### src/cstw_defs.vh
// Constants for the cyclic sense and wake timer block
`ifndef CSTW_DEFS_VH
`define CSTW_DEFS_VH
// Register address and width
`define CSTW_ADDR_TIMER_CTRL 7'h06
`define CSTW_REG_W 16
`define CSTW_RST_VAL 16'h0000
// Field positions
`define CSTW_T2_ON_HI 15
`define CSTW_T2_ON_LO 13
`define CSTW_T2_PER_HI 11
`define CSTW_T2_PER_LO 9
`define CSTW_WAKE_HI 8
`define CSTW_WAKE_LO 7
`define CSTW_T1_ON_HI 6
`define CSTW_T1_ON_LO 4
`define CSTW_T1_PER_HI 2
`define CSTW_T1_PER_LO 0
// Writable bit mask, reserved bits 12 and 3 clear
`define CSTW_WR_MASK 16'hEFF7
// On-time codes
`define CSTW_ON_OFF_LOW 3'h0
`define CSTW_ON_100US 3'h1
`define CSTW_ON_300US 3'h2
`define CSTW_ON_1MS 3'h3
`define CSTW_ON_10MS 3'h4
`define CSTW_ON_20MS 3'h5
// Wake select codes
`define CSTW_WAKE_T1 2'h1
`define CSTW_WAKE_T2 2'h2
// Timing: 20 MHz clock, 100 us tick base
`define CSTW_CLK_KHZ 20000
`define CSTW_TICK_US 100
`define CSTW_TICK_CYC ((`CSTW_CLK_KHZ * `CSTW_TICK_US) / 1000)
`define CSTW_PRE_W 12
// Times in 100 us ticks
`define CSTW_TK_W 15
`define CSTW_TK_100US 15'h0001
`define CSTW_TK_300US 15'h0003
`define CSTW_TK_1MS 15'h000A
`define CSTW_TK_10MS 15'h0064
`define CSTW_TK_20MS 15'h00C8
`define CSTW_TK_50MS 15'h01F4
`define CSTW_TK_100MS 15'h03E8
`define CSTW_TK_200MS 15'h07D0
`define CSTW_TK_500MS 15'h1388
`define CSTW_TK_1S 15'h2710
`define CSTW_TK_2S 15'h4E20
`endif

### src/cstw_timers.v
// Cyclic sense and cyclic wake timer pair with control register
// ==========================================================
`include "cstw_defs.vh"
`default_nettype none

module cstw_timers (
  input wire i_sys_clk, // 20 MHz internal oscillator
  input wire i_rst_b, // Power-on or soft reset, async low
  input wire i_restart, // Restart entry pulse, same clock
  input wire i_hs_clear_t1, // Switch on first timer cleared in restart
  input wire i_hs_clear_t2, // Switch on second timer cleared in restart
  input wire i_wr_en, // Register write strobe
  input wire i_rd_en, // Register read strobe
  input wire [6:0] i_addr, // Register address
  input wire [15:0] i_wr_data, // Write data
  output reg [15:0] o_rd_data, // Read data
  output reg o_first_timer_out, // First timer switch drive
  output reg o_second_timer_out, // Second timer switch drive
  output reg o_first_on_end, // Pulse at end of first on-time
  output reg o_second_on_end, // Pulse at end of second on-time
  output reg o_cyclic_wake // Wake event pulse
);

  // ==========================================================
  // Control register
  reg [15:0] cyclic_timer_control; // Holds both timers' settings
  wire hit; // Address match
  wire [2:0] second_timer_on_time;
  wire [2:0] second_timer_period;
  wire [1:0] cyclic_wake_select;
  wire [2:0] first_timer_on_time;
  wire [2:0] first_timer_period;

  assign hit = (i_addr == `CSTW_ADDR_TIMER_CTRL);
  assign second_timer_on_time = cyclic_timer_control[`CSTW_T2_ON_HI:`CSTW_T2_ON_LO];
  assign second_timer_period = cyclic_timer_control[`CSTW_T2_PER_HI:`CSTW_T2_PER_LO];
  assign cyclic_wake_select = cyclic_timer_control[`CSTW_WAKE_HI:`CSTW_WAKE_LO];
  assign first_timer_on_time = cyclic_timer_control[`CSTW_T1_ON_HI:`CSTW_T1_ON_LO];
  assign first_timer_period = cyclic_timer_control[`CSTW_T1_PER_HI:`CSTW_T1_PER_LO];

  // Write, restart and hardware clears; restart clear wins over write
  always @(posedge i_sys_clk or negedge i_rst_b) begin
    if (!i_rst_b) begin
      cyclic_timer_control <= `CSTW_RST_VAL;
    end else if (i_restart) begin
      cyclic_timer_control <= `CSTW_RST_VAL;
    end else begin
      if (i_wr_en && hit) begin
        // Reserved bits are never stored
        cyclic_timer_control <= i_wr_data & `CSTW_WR_MASK;
      end
      // Only a restart-time switch clear wipes a timer; other faults keep it
      if (i_hs_clear_t1 && (first_timer_on_time != `CSTW_ON_OFF_LOW)) begin
        cyclic_timer_control[`CSTW_T1_ON_HI:`CSTW_T1_PER_LO] <= 7'h00;
      end
      if (i_hs_clear_t2 && (second_timer_on_time != `CSTW_ON_OFF_LOW)) begin
        cyclic_timer_control[`CSTW_T2_ON_HI:`CSTW_T2_PER_LO] <= 7'h00;
      end
    end
  end

  // Registered read data, reflecting hardware clears
  always @(posedge i_sys_clk or negedge i_rst_b) begin
    if (!i_rst_b) begin
      o_rd_data <= 16'h0000;
    end else if (i_rd_en) begin
      o_rd_data <= hit ? (cyclic_timer_control & `CSTW_WR_MASK) : 16'h0000;
    end
  end

  // ==========================================================
  // 100 us tick prescaler from the oscillator
  reg [`CSTW_PRE_W-1:0] pre_cnt; // Cycle counter
  reg tick; // One-cycle 100 us enable

  always @(posedge i_sys_clk or negedge i_rst_b) begin
    if (!i_rst_b) begin
      pre_cnt <= {`CSTW_PRE_W{1'b0}};
      tick <= 1'b0;
    end else if (pre_cnt == `CSTW_TICK_CYC - 1) begin
      pre_cnt <= {`CSTW_PRE_W{1'b0}};
      tick <= 1'b1;
    end else begin
      pre_cnt <= pre_cnt + 1'b1;
      tick <= 1'b0;
    end
  end

  // ==========================================================
  // Code to tick count lookups
  function [`CSTW_TK_W-1:0] on_ticks;
    input [2:0] code;
    begin
      case (code)
        `CSTW_ON_100US: on_ticks = `CSTW_TK_100US;
        `CSTW_ON_300US: on_ticks = `CSTW_TK_300US;
        `CSTW_ON_1MS: on_ticks = `CSTW_TK_1MS;
        `CSTW_ON_10MS: on_ticks = `CSTW_TK_10MS;
        `CSTW_ON_20MS: on_ticks = `CSTW_TK_20MS;
        default: on_ticks = {`CSTW_TK_W{1'b0}};
      endcase
    end
  endfunction

  function [`CSTW_TK_W-1:0] per_ticks;
    input [2:0] code;
    begin
      case (code)
        3'h0: per_ticks = `CSTW_TK_10MS;
        3'h1: per_ticks = `CSTW_TK_20MS;
        3'h2: per_ticks = `CSTW_TK_50MS;
        3'h3: per_ticks = `CSTW_TK_100MS;
        3'h4: per_ticks = `CSTW_TK_200MS;
        3'h5: per_ticks = `CSTW_TK_500MS;
        3'h6: per_ticks = `CSTW_TK_1S;
        default: per_ticks = `CSTW_TK_2S;
      endcase
    end
  endfunction

  // Running means a timed on-time code; 000 and 11x hold the timer stopped
  function is_run;
    input [2:0] code;
    begin
      is_run = (code >= `CSTW_ON_100US) && (code <= `CSTW_ON_20MS);
    end
  endfunction

  // ==========================================================
  // Period counters; each starts itself when a timed on-time appears
  reg [`CSTW_TK_W-1:0] cnt1; // First timer phase
  reg [`CSTW_TK_W-1:0] cnt2; // Second timer phase
  wire run1;
  wire run2;
  wire exp1; // Period expiry, first timer
  wire exp2;
  wire onend1; // On-time end, first timer
  wire onend2;

  assign run1 = is_run(first_timer_on_time);
  assign run2 = is_run(second_timer_on_time);
  assign exp1 = run1 && tick && (cnt1 == per_ticks(first_timer_period) - 1'b1);
  assign exp2 = run2 && tick && (cnt2 == per_ticks(second_timer_period) - 1'b1);
  assign onend1 = run1 && tick && (cnt1 == on_ticks(first_timer_on_time) - 1'b1);
  assign onend2 = run2 && tick && (cnt2 == on_ticks(second_timer_on_time) - 1'b1);

  // Counters: stopped ones sit at zero so a new start begins a fresh period
  always @(posedge i_sys_clk or negedge i_rst_b) begin
    if (!i_rst_b) begin
      cnt1 <= {`CSTW_TK_W{1'b0}};
      cnt2 <= {`CSTW_TK_W{1'b0}};
    end else begin
      if (!run1 || exp1) begin
        cnt1 <= {`CSTW_TK_W{1'b0}};
      end else if (tick) begin
        cnt1 <= cnt1 + 1'b1;
      end
      if (!run2 || exp2) begin
        cnt2 <= {`CSTW_TK_W{1'b0}};
      end else if (tick) begin
        cnt2 <= cnt2 + 1'b1;
      end
    end
  end

  // ==========================================================
  // Output drive, on-time end strobes and wake events
  always @(posedge i_sys_clk or negedge i_rst_b) begin
    if (!i_rst_b) begin
      o_first_timer_out <= 1'b0;
      o_second_timer_out <= 1'b0;
      o_first_on_end <= 1'b0;
      o_second_on_end <= 1'b0;
      o_cyclic_wake <= 1'b0;
    end else begin
      // High during on-time; 000 low, 110/111 permanently high
      if (run1) begin
        o_first_timer_out <= (cnt1 < on_ticks(first_timer_on_time)) && !onend1;
      end else begin
        o_first_timer_out <= first_timer_on_time[2] & first_timer_on_time[1];
      end
      if (run2) begin
        o_second_timer_out <= (cnt2 < on_ticks(second_timer_on_time)) && !onend2;
      end else begin
        o_second_timer_out <= second_timer_on_time[2] & second_timer_on_time[1];
      end
      // Filter elsewhere samples on these strobes
      o_first_on_end <= onend1;
      o_second_on_end <= onend2;
      // Wake needs the selected timer's timed on-time code, so its sense output runs too
      case (cyclic_wake_select)
        `CSTW_WAKE_T1: o_cyclic_wake <= exp1;
        `CSTW_WAKE_T2: o_cyclic_wake <= exp2;
        default: o_cyclic_wake <= 1'b0;
      endcase
    end
  end

endmodule

`default_nettype wire

### config.mk
export PLATFORM = sky130hd
export DESIGN_NAME = cstw_timers
export DESIGN_NICKNAME = d
export VERILOG_FILES = /design/src/cstw_timers.v
export VERILOG_INCLUDE_DIRS = /design/src
export SDC_FILE = /design/constraint.sdc
export NUM_CORES = 1
export LEC_CHECK = 0
export ABC_AREA = 1
export BUFFER_PORTS_ARGS = -buffer_cell sky130_fd_sc_hd__buf_4
export CORE_ASPECT_RATIO = 0.9
export CORE_MARGIN = 2
export CORE_UTILIZATION = 40
export CTS_BUF_LIST = sky130_fd_sc_hd__clkbuf_2
export DETAILED_ROUTE_END_ITERATION = 10
export HOLD_SLACK_MARGIN = 0.06
export MAX_ROUTING_LAYER = met4
export SYNTH_ARGS = -nofsm -noshare
export SYNTH_HDL_FRONTEND = slang
export SYNTH_SLANG_ARGS = --single-unit
### constraint.sdc
create_clock -name i_sys_clk -period 6 [get_ports i_sys_clk]
set_clock_uncertainty 0.2 [all_clocks]
set_input_delay 0.9 -clock i_sys_clk [delete_from_list [all_inputs] [get_ports i_sys_clk]]
set_output_delay 0.9 -clock i_sys_clk [all_outputs]
set_load 0.02 [all_outputs]
## Word level (Yosys, flattened, before mapping)

Cells that the tools add are included.

| word-level totals | value |
|---|---|
| flip-flop bits (word level) | 80 |
| input bits | 30 |
| output and inout port bits | 21 |

| operators by class | value |
|---|---|
| add/sub/neg operators | 7 |
| order comparisons | 6 |
| equality and inequality tests | 30 |
| multiplexer cells | 20 |
| bitwise gates (word level) | 2 |
| reductions and logical operators | 28 |

Operators by type and width:

| kind | number |
|---|---|
| one-hot mux 15 bit (7 select lines) | 2 |
| 2-to-1 mux 15 bit | 6 |
| one-hot mux 8 bit (5 select lines) | 2 |
| equality test 15 bit | 4 |
| subtractor 15 x 1 -> 15 bit (second input constant) | 4 |
| 2-to-1 mux 16 bit | 3 |
| adder 15 x 1 -> 15 bit (second input constant) | 2 |
| equality test 3 bit (second input constant) | 10 |
| < comparator 15 bit | 2 |
| equality test 3 x 2 -> 1 bit (second input constant) | 8 |
| 2-to-1 mux 7 bit | 2 |
| logical AND 1 bit | 13 |
| adder 12 x 1 -> 12 bit (second input constant) | 1 |
| equality test 12 x 11 -> 1 bit (second input constant) | 1 |
| equality test 3 x 1 -> 1 bit (second input constant) | 4 |
| 2-to-1 mux 12 bit | 1 |
| nonzero test 3 bit | 4 |
| equality test 7 x 3 -> 1 bit (second input constant) | 1 |
| >= comparator 3 x 1 -> 1 bit (second input constant) | 2 |
| less-or-equal comparator 3 bit (second input constant) | 2 |
| logical NOT 3 bit | 2 |
| nonzero test 2 bit | 3 |
| logical NOT 1 bit | 4 |
| 2-to-1 mux 1 bit | 3 |
| other kinds (5) | 7 |

## Longest topological paths before layout

| logic depth | value |
|---|---|
| word-level depth | 8 |
| mapped depth | 17 |

## Worst setup path after synthesis

Ideal clock, no wire load.

| timing path | value |
|---|---|
| path type | in2reg |
| start | input i_addr[0] |
| end | register cyclic_timer_control[6] |
| library setup time | 0.131 ns |
| data arrival time | 1.848 ns |
| path slack | 3.821 ns |
| stages on the path | 6 |
| cell sequence | nor3_1 -> nand4_1 -> nor2_2 -> nor2_1 -> nand2_1 -> o22ai_1 |

| between the ends | value |
|---|---|
| word-level cells in the longest chain between the ends | 3 |

Ends and longest elaborated chain:

| what | line | RTL |
|---|---|---|
| from (decl) | cstw_timers.v:14 | `input wire [6:0] i_addr,` |
| equality test 7 x 3 -> 1 bit (no source line) | - |  |
| logical AND 1 bit | cstw_timers.v:48 | `if (i_wr_en && hit) begin` |
| nonzero test 3 bit (no source line) | - |  |
| to (signal assigned) | cstw_timers.v:44 | `` cyclic_timer_control <= `CSTW_RST_VAL; `` |
| to (signal assigned) | cstw_timers.v:46 | `` cyclic_timer_control <= `CSTW_RST_VAL; `` |
| to (signal assigned) | cstw_timers.v:50 | `` cyclic_timer_control <= i_wr_data & `CSTW_WR_MASK; `` |
| to (decl) | cstw_timers.v:26 | `reg [15:0] cyclic_timer_control;` |

Every way passes these cells.
A chain may end at the register's enable or synchronous reset.

## Worst setup path in the final report

| timing path | value |
|---|---|
| start | register cyclic_timer_control[11] |
| end | register cnt2[6] |

| between the ends | value |
|---|---|
| word-level cells in the longest chain between the ends | 7 |
| elaborated cells between the ends (all ways) | 14 |
| classes of those cells | add/sub (1); eq/ne (7); mux (2); reduce/logical (4) |

Ends and longest elaborated chain:

| what | line | RTL |
|---|---|---|
| equality test 3 bit, or another cell as far along | cstw_timers.v:108 | `case (code)` |
| one-hot mux 15 bit (7 select lines) (*) | cstw_timers.v:108 |  |
| subtractor 15 x 1 -> 15 bit (*) | cstw_timers.v:143 | `assign exp2 = run2 && tick && (cnt2 == per_ticks(second_timer_period) - 1'b1);` |
| equality test 15 bit (*) | cstw_timers.v:143 |  |
| logical AND 1 bit (*) | cstw_timers.v:143 |  |
| logical OR 1 bit (*) | cstw_timers.v:158 | `if (!run2 \|\| exp2) begin` |
| 2-to-1 mux 15 bit or nonzero test 2 bit (tied branches) | - |  |
| to (signal assigned) | cstw_timers.v:151 | `` cnt2 <= {`CSTW_TK_W{1'b0}}; `` |
| to (signal assigned) | cstw_timers.v:159 | `` cnt2 <= {`CSTW_TK_W{1'b0}}; `` |
| to (signal assigned) | cstw_timers.v:161 | `cnt2 <= cnt2 + 1'b1;` |
| to (decl) | cstw_timers.v:132 | `` reg [`CSTW_TK_W-1:0] cnt2; `` |

Every way passes the cells marked *; elsewhere a longest branch is shown, timed or not.

==> impl_metrics.csv <==
group,metric,value,unit
synth,yosys-top-cells-area,"dfrtp_1 34%, nand2_1 15%, inv_1 6.6%",
grt,grt_pass1_vias,4636,
cts,max-clock-path-buffers,2,
place,gp_congestion,0.917,
grt,antenna_found_initial,0,
floorplanning,die_y,116,µm
grt,grt_use_total,0.201,
synth,synth_seq_cells,76,
setup_path,cp.required,6.30,ns
cts,clock_sinks,76,
setup_path,cp_max_fo,11,
synth,yosys_warnings,0,
timing,tightest_slew,0.960,ns
setup_path,cp.depth,12,
setup_path,cp-startpoint,"cyclic_timer_control[11]",
place,io_buffers,46,
floorplanning,dieArea,14800,µm²
synth,synthTopCellsByCount,"228 x nand2_1, 98 x inv_1, 85 x nor2_1",
route,drt-initial-drc-count,318,
synth,synthArstFlopShare,1.00,
cts,cts_root_buf,"clkbuf_2",
timing,hold_viol,0,
floorplanning,core_area,13500,µm²
timing,grt_setup_unrepaired,"no",
power_and_ir_drop,p_per_area,141,nW/µm²
setup_path,cp_top_family,"simple AND/OR/NAND/NOR gates",
cts,postCtsHoldBufs,0,
finish,drive_gt1_frac,0.122,
floorplanning,fp.dieW,128,µm
timing,fmax,383,MHz
setup_path,critPathSlowestCell,"dfrtp_1",
synth,syn_avg_cell_area,6.86,µm²
synth,syn_inst,808,
cts,cts_tree,"done",
cts,cts.clk_slew.worst_paths,0.26,ns
power_and_ir_drop,peakVddDrop,0.0000714,V
finish,fin_nets,891,
grt,grt_max_degree,77,
power_and_ir_drop,leakagePower,2.87,nW
timing,drv_slew,0,
cts,ctsHtreeMaxLevel,3,
setup_path,crit_type,"reg2reg",
grt,grt_pass1_wl,22700,µm
finish,antennaDiodeCount,0,
route,drc_errors,0,
synth,synth_flop_cell,"dfrtp_1",
route,drt-wirelength-per-cell,13.6,µm
timing,min_period_over_period,0.435,
timing,fin_crit,2.61,ns
synth,synth.most_common_cell,"nand2_1",
synth,synth_edf_count,0,
setup_path,r2r-start,"cyclic_timer_control[11]",
setup_path,critPathBufInv,2,
timing,slew_headroom,0.360,
power_and_ir_drop,total_power,0.855,mW
route,vias,5087,
grt,overflow,0,
floorplanning,io_pins,51,
synth,yosysSeqAreaShare,0.343,
setup_path,cp_cell_sequence,"inv_1 > nand2_1 > ha_1 > inv_1 > nor2_2 > xor2_1 > nand2_1 > nand2_1 > nor2_1 > nand2_2 > nand2_2 > nor2_1",
job,maxCapViolCount,0,
place,hpwl,10600,µm
route,first_pass_iters,5,
finish,area_delta_synth_final,9.21,%
place,dp_cells,996,
setup_path,startpoint_type,"register",
outcome,outcome,"finished clean",
hold_path,hp-class,"in2async",
route,ant_nets,0,
setup_path,rr_worst_depth,12,
timing,final.setup.tns,0,ns
setup_path,end_kind,"register",
place,place_ws,2.97,ns
timing,finalWorstSetupSlack,3.39,ns
cts,clock_latency,0.58,ns
finish,finalNonFillerCells,1012,
synth,synthesis.area,5550,µm²
floorplanning,rows,40,
cts,cts_resized,0,
setup_path,crit_arrival,2.92,ns
synth,synth.distinct_cells,41,
floorplanning,initial_utilization,0.412,
route,detail_route.wirelength,13800,µm
cts,numCtsBuffers,9,
synth,synth_top_area_frac,0.343,
route,detail_route.vias_per_cell,5.03,
setup_path,crit_path_max_incr_delay,0.69,ns
synth,synth_top_area_cell,"dfrtp_1",
timing,setup_viol,0,
timing,whs,0.236,ns
setup_path,critPathMostFrequentCell,"nand2_1",
cts,cts_setup_buffers,0,
## registers in the layout, summed over array words and instances (netlist names)
name                  count
cnt1                     15
o_second_on_end           1
o_first_on_end            1
o_second_timer_out        1
o_first_timer_out         1
cnt2                     15
o_rd_data                14
o_cyclic_wake             1
pre_cnt                  12
tick                      1
cyclic_timer_control     14
## area by class of cell
| cell class | instances | area [µm²] |
|---|---|---|
| timing repair buffer | 46 | 345 |
| tap | 168 | 210 |
| fill | 1399 | 7410 |
| sequential | 76 | 1900 |
| clock buffer | 9 | 45.0 |
| clock inverter | 7 | 81.3 |
| multi-input combinational | 598 | 3060 |
| inverter | 108 | 409 |
## worst reg2reg max path, delay by kind of cell (launching register included)
family                   cells  cell delay, ns
XOR/XNOR                     1            0.22
adder cells (fa/ha/maj)      1            0.20
buffers and inverters        2            0.34
flip-flops                   1            0.69
AND/OR/NAND/NOR              8            0.93
## routing by layer
metal	vias up	GRT usage	part of all wire
met1	2276	0.276	0.50
li1	2656	-	-
met2	143	0.299	0.43
met4	0	0.0579	0.0089
met3	12	0.0434	0.061
met5	-	-	0
## report_power, final
group	leakage (nW)	internal, mW	switching (mW)	total [mW]
clock network	0.0735	0.102	0.200	0.302
registers	1.05	0.513	0.000505	0.514
logic	1.75	0.0145	0.0246	0.0391
total	2.87	0.630	0.225	0.855
## placed cells by master (no fill, tap or decap), types with 2 or more instances in the layout
cell	n
a21oi_1	11
and3_1	2
buf_4	46
clkbuf_2	9
clkinv_4	2
conb_1	2
dfrtp_1	76
ha_1	22
inv_1	98
inv_2	7
inv_6	3
nand2_1	228
nand2_2	8
nand2_4	3
nand3_1	66
nand3b_1	6
nand4_1	30
nor2_1	85
nor2_2	15
nor3_1	25
nor4_1	4
o21ai_0	27
o21ai_1	2
o22ai_1	20
xnor2_1	2
xor2_1	31
## cells by family (layout without fill, tap and decap cells)
family / after synthesis / after routing / synth area share
other: 1 / 2 / 0.000676
buffers and inverters: 135 / 170 / 0.105
AO/OA/AOI/OAI: 64 / 64 / 0.0648
flip-flops: 76 / 76 / 0.343
adder cells (fa/ha/maj): 22 / 22 / 0.0496
XOR/XNOR: 33 / 33 / 0.0521
AND/OR/NAND/NOR: 477 / 477 / 0.384
## through the flow
step	utilization	cell area [µm²]
global route	0.450	6060
floorplan	-	5550
finish	0.450	6060
CTS	0.450	6060
global placement	0.440	5930
detailed placement	0.440	5930
## final timing paths
kind | slack (ns) | to
min in group i_sys_clk | 0.31 | pre_cnt[2]
max in group asynchronous | 4.73 | cyclic_timer_control[10]
max reg2reg | 3.39 | cnt2[6]
max | 3.39 | cnt2[6]
min reg2reg | 0.31 | pre_cnt[2]
min | 0.24 | pre_cnt[11]
(Power assumes the default switching activity.)
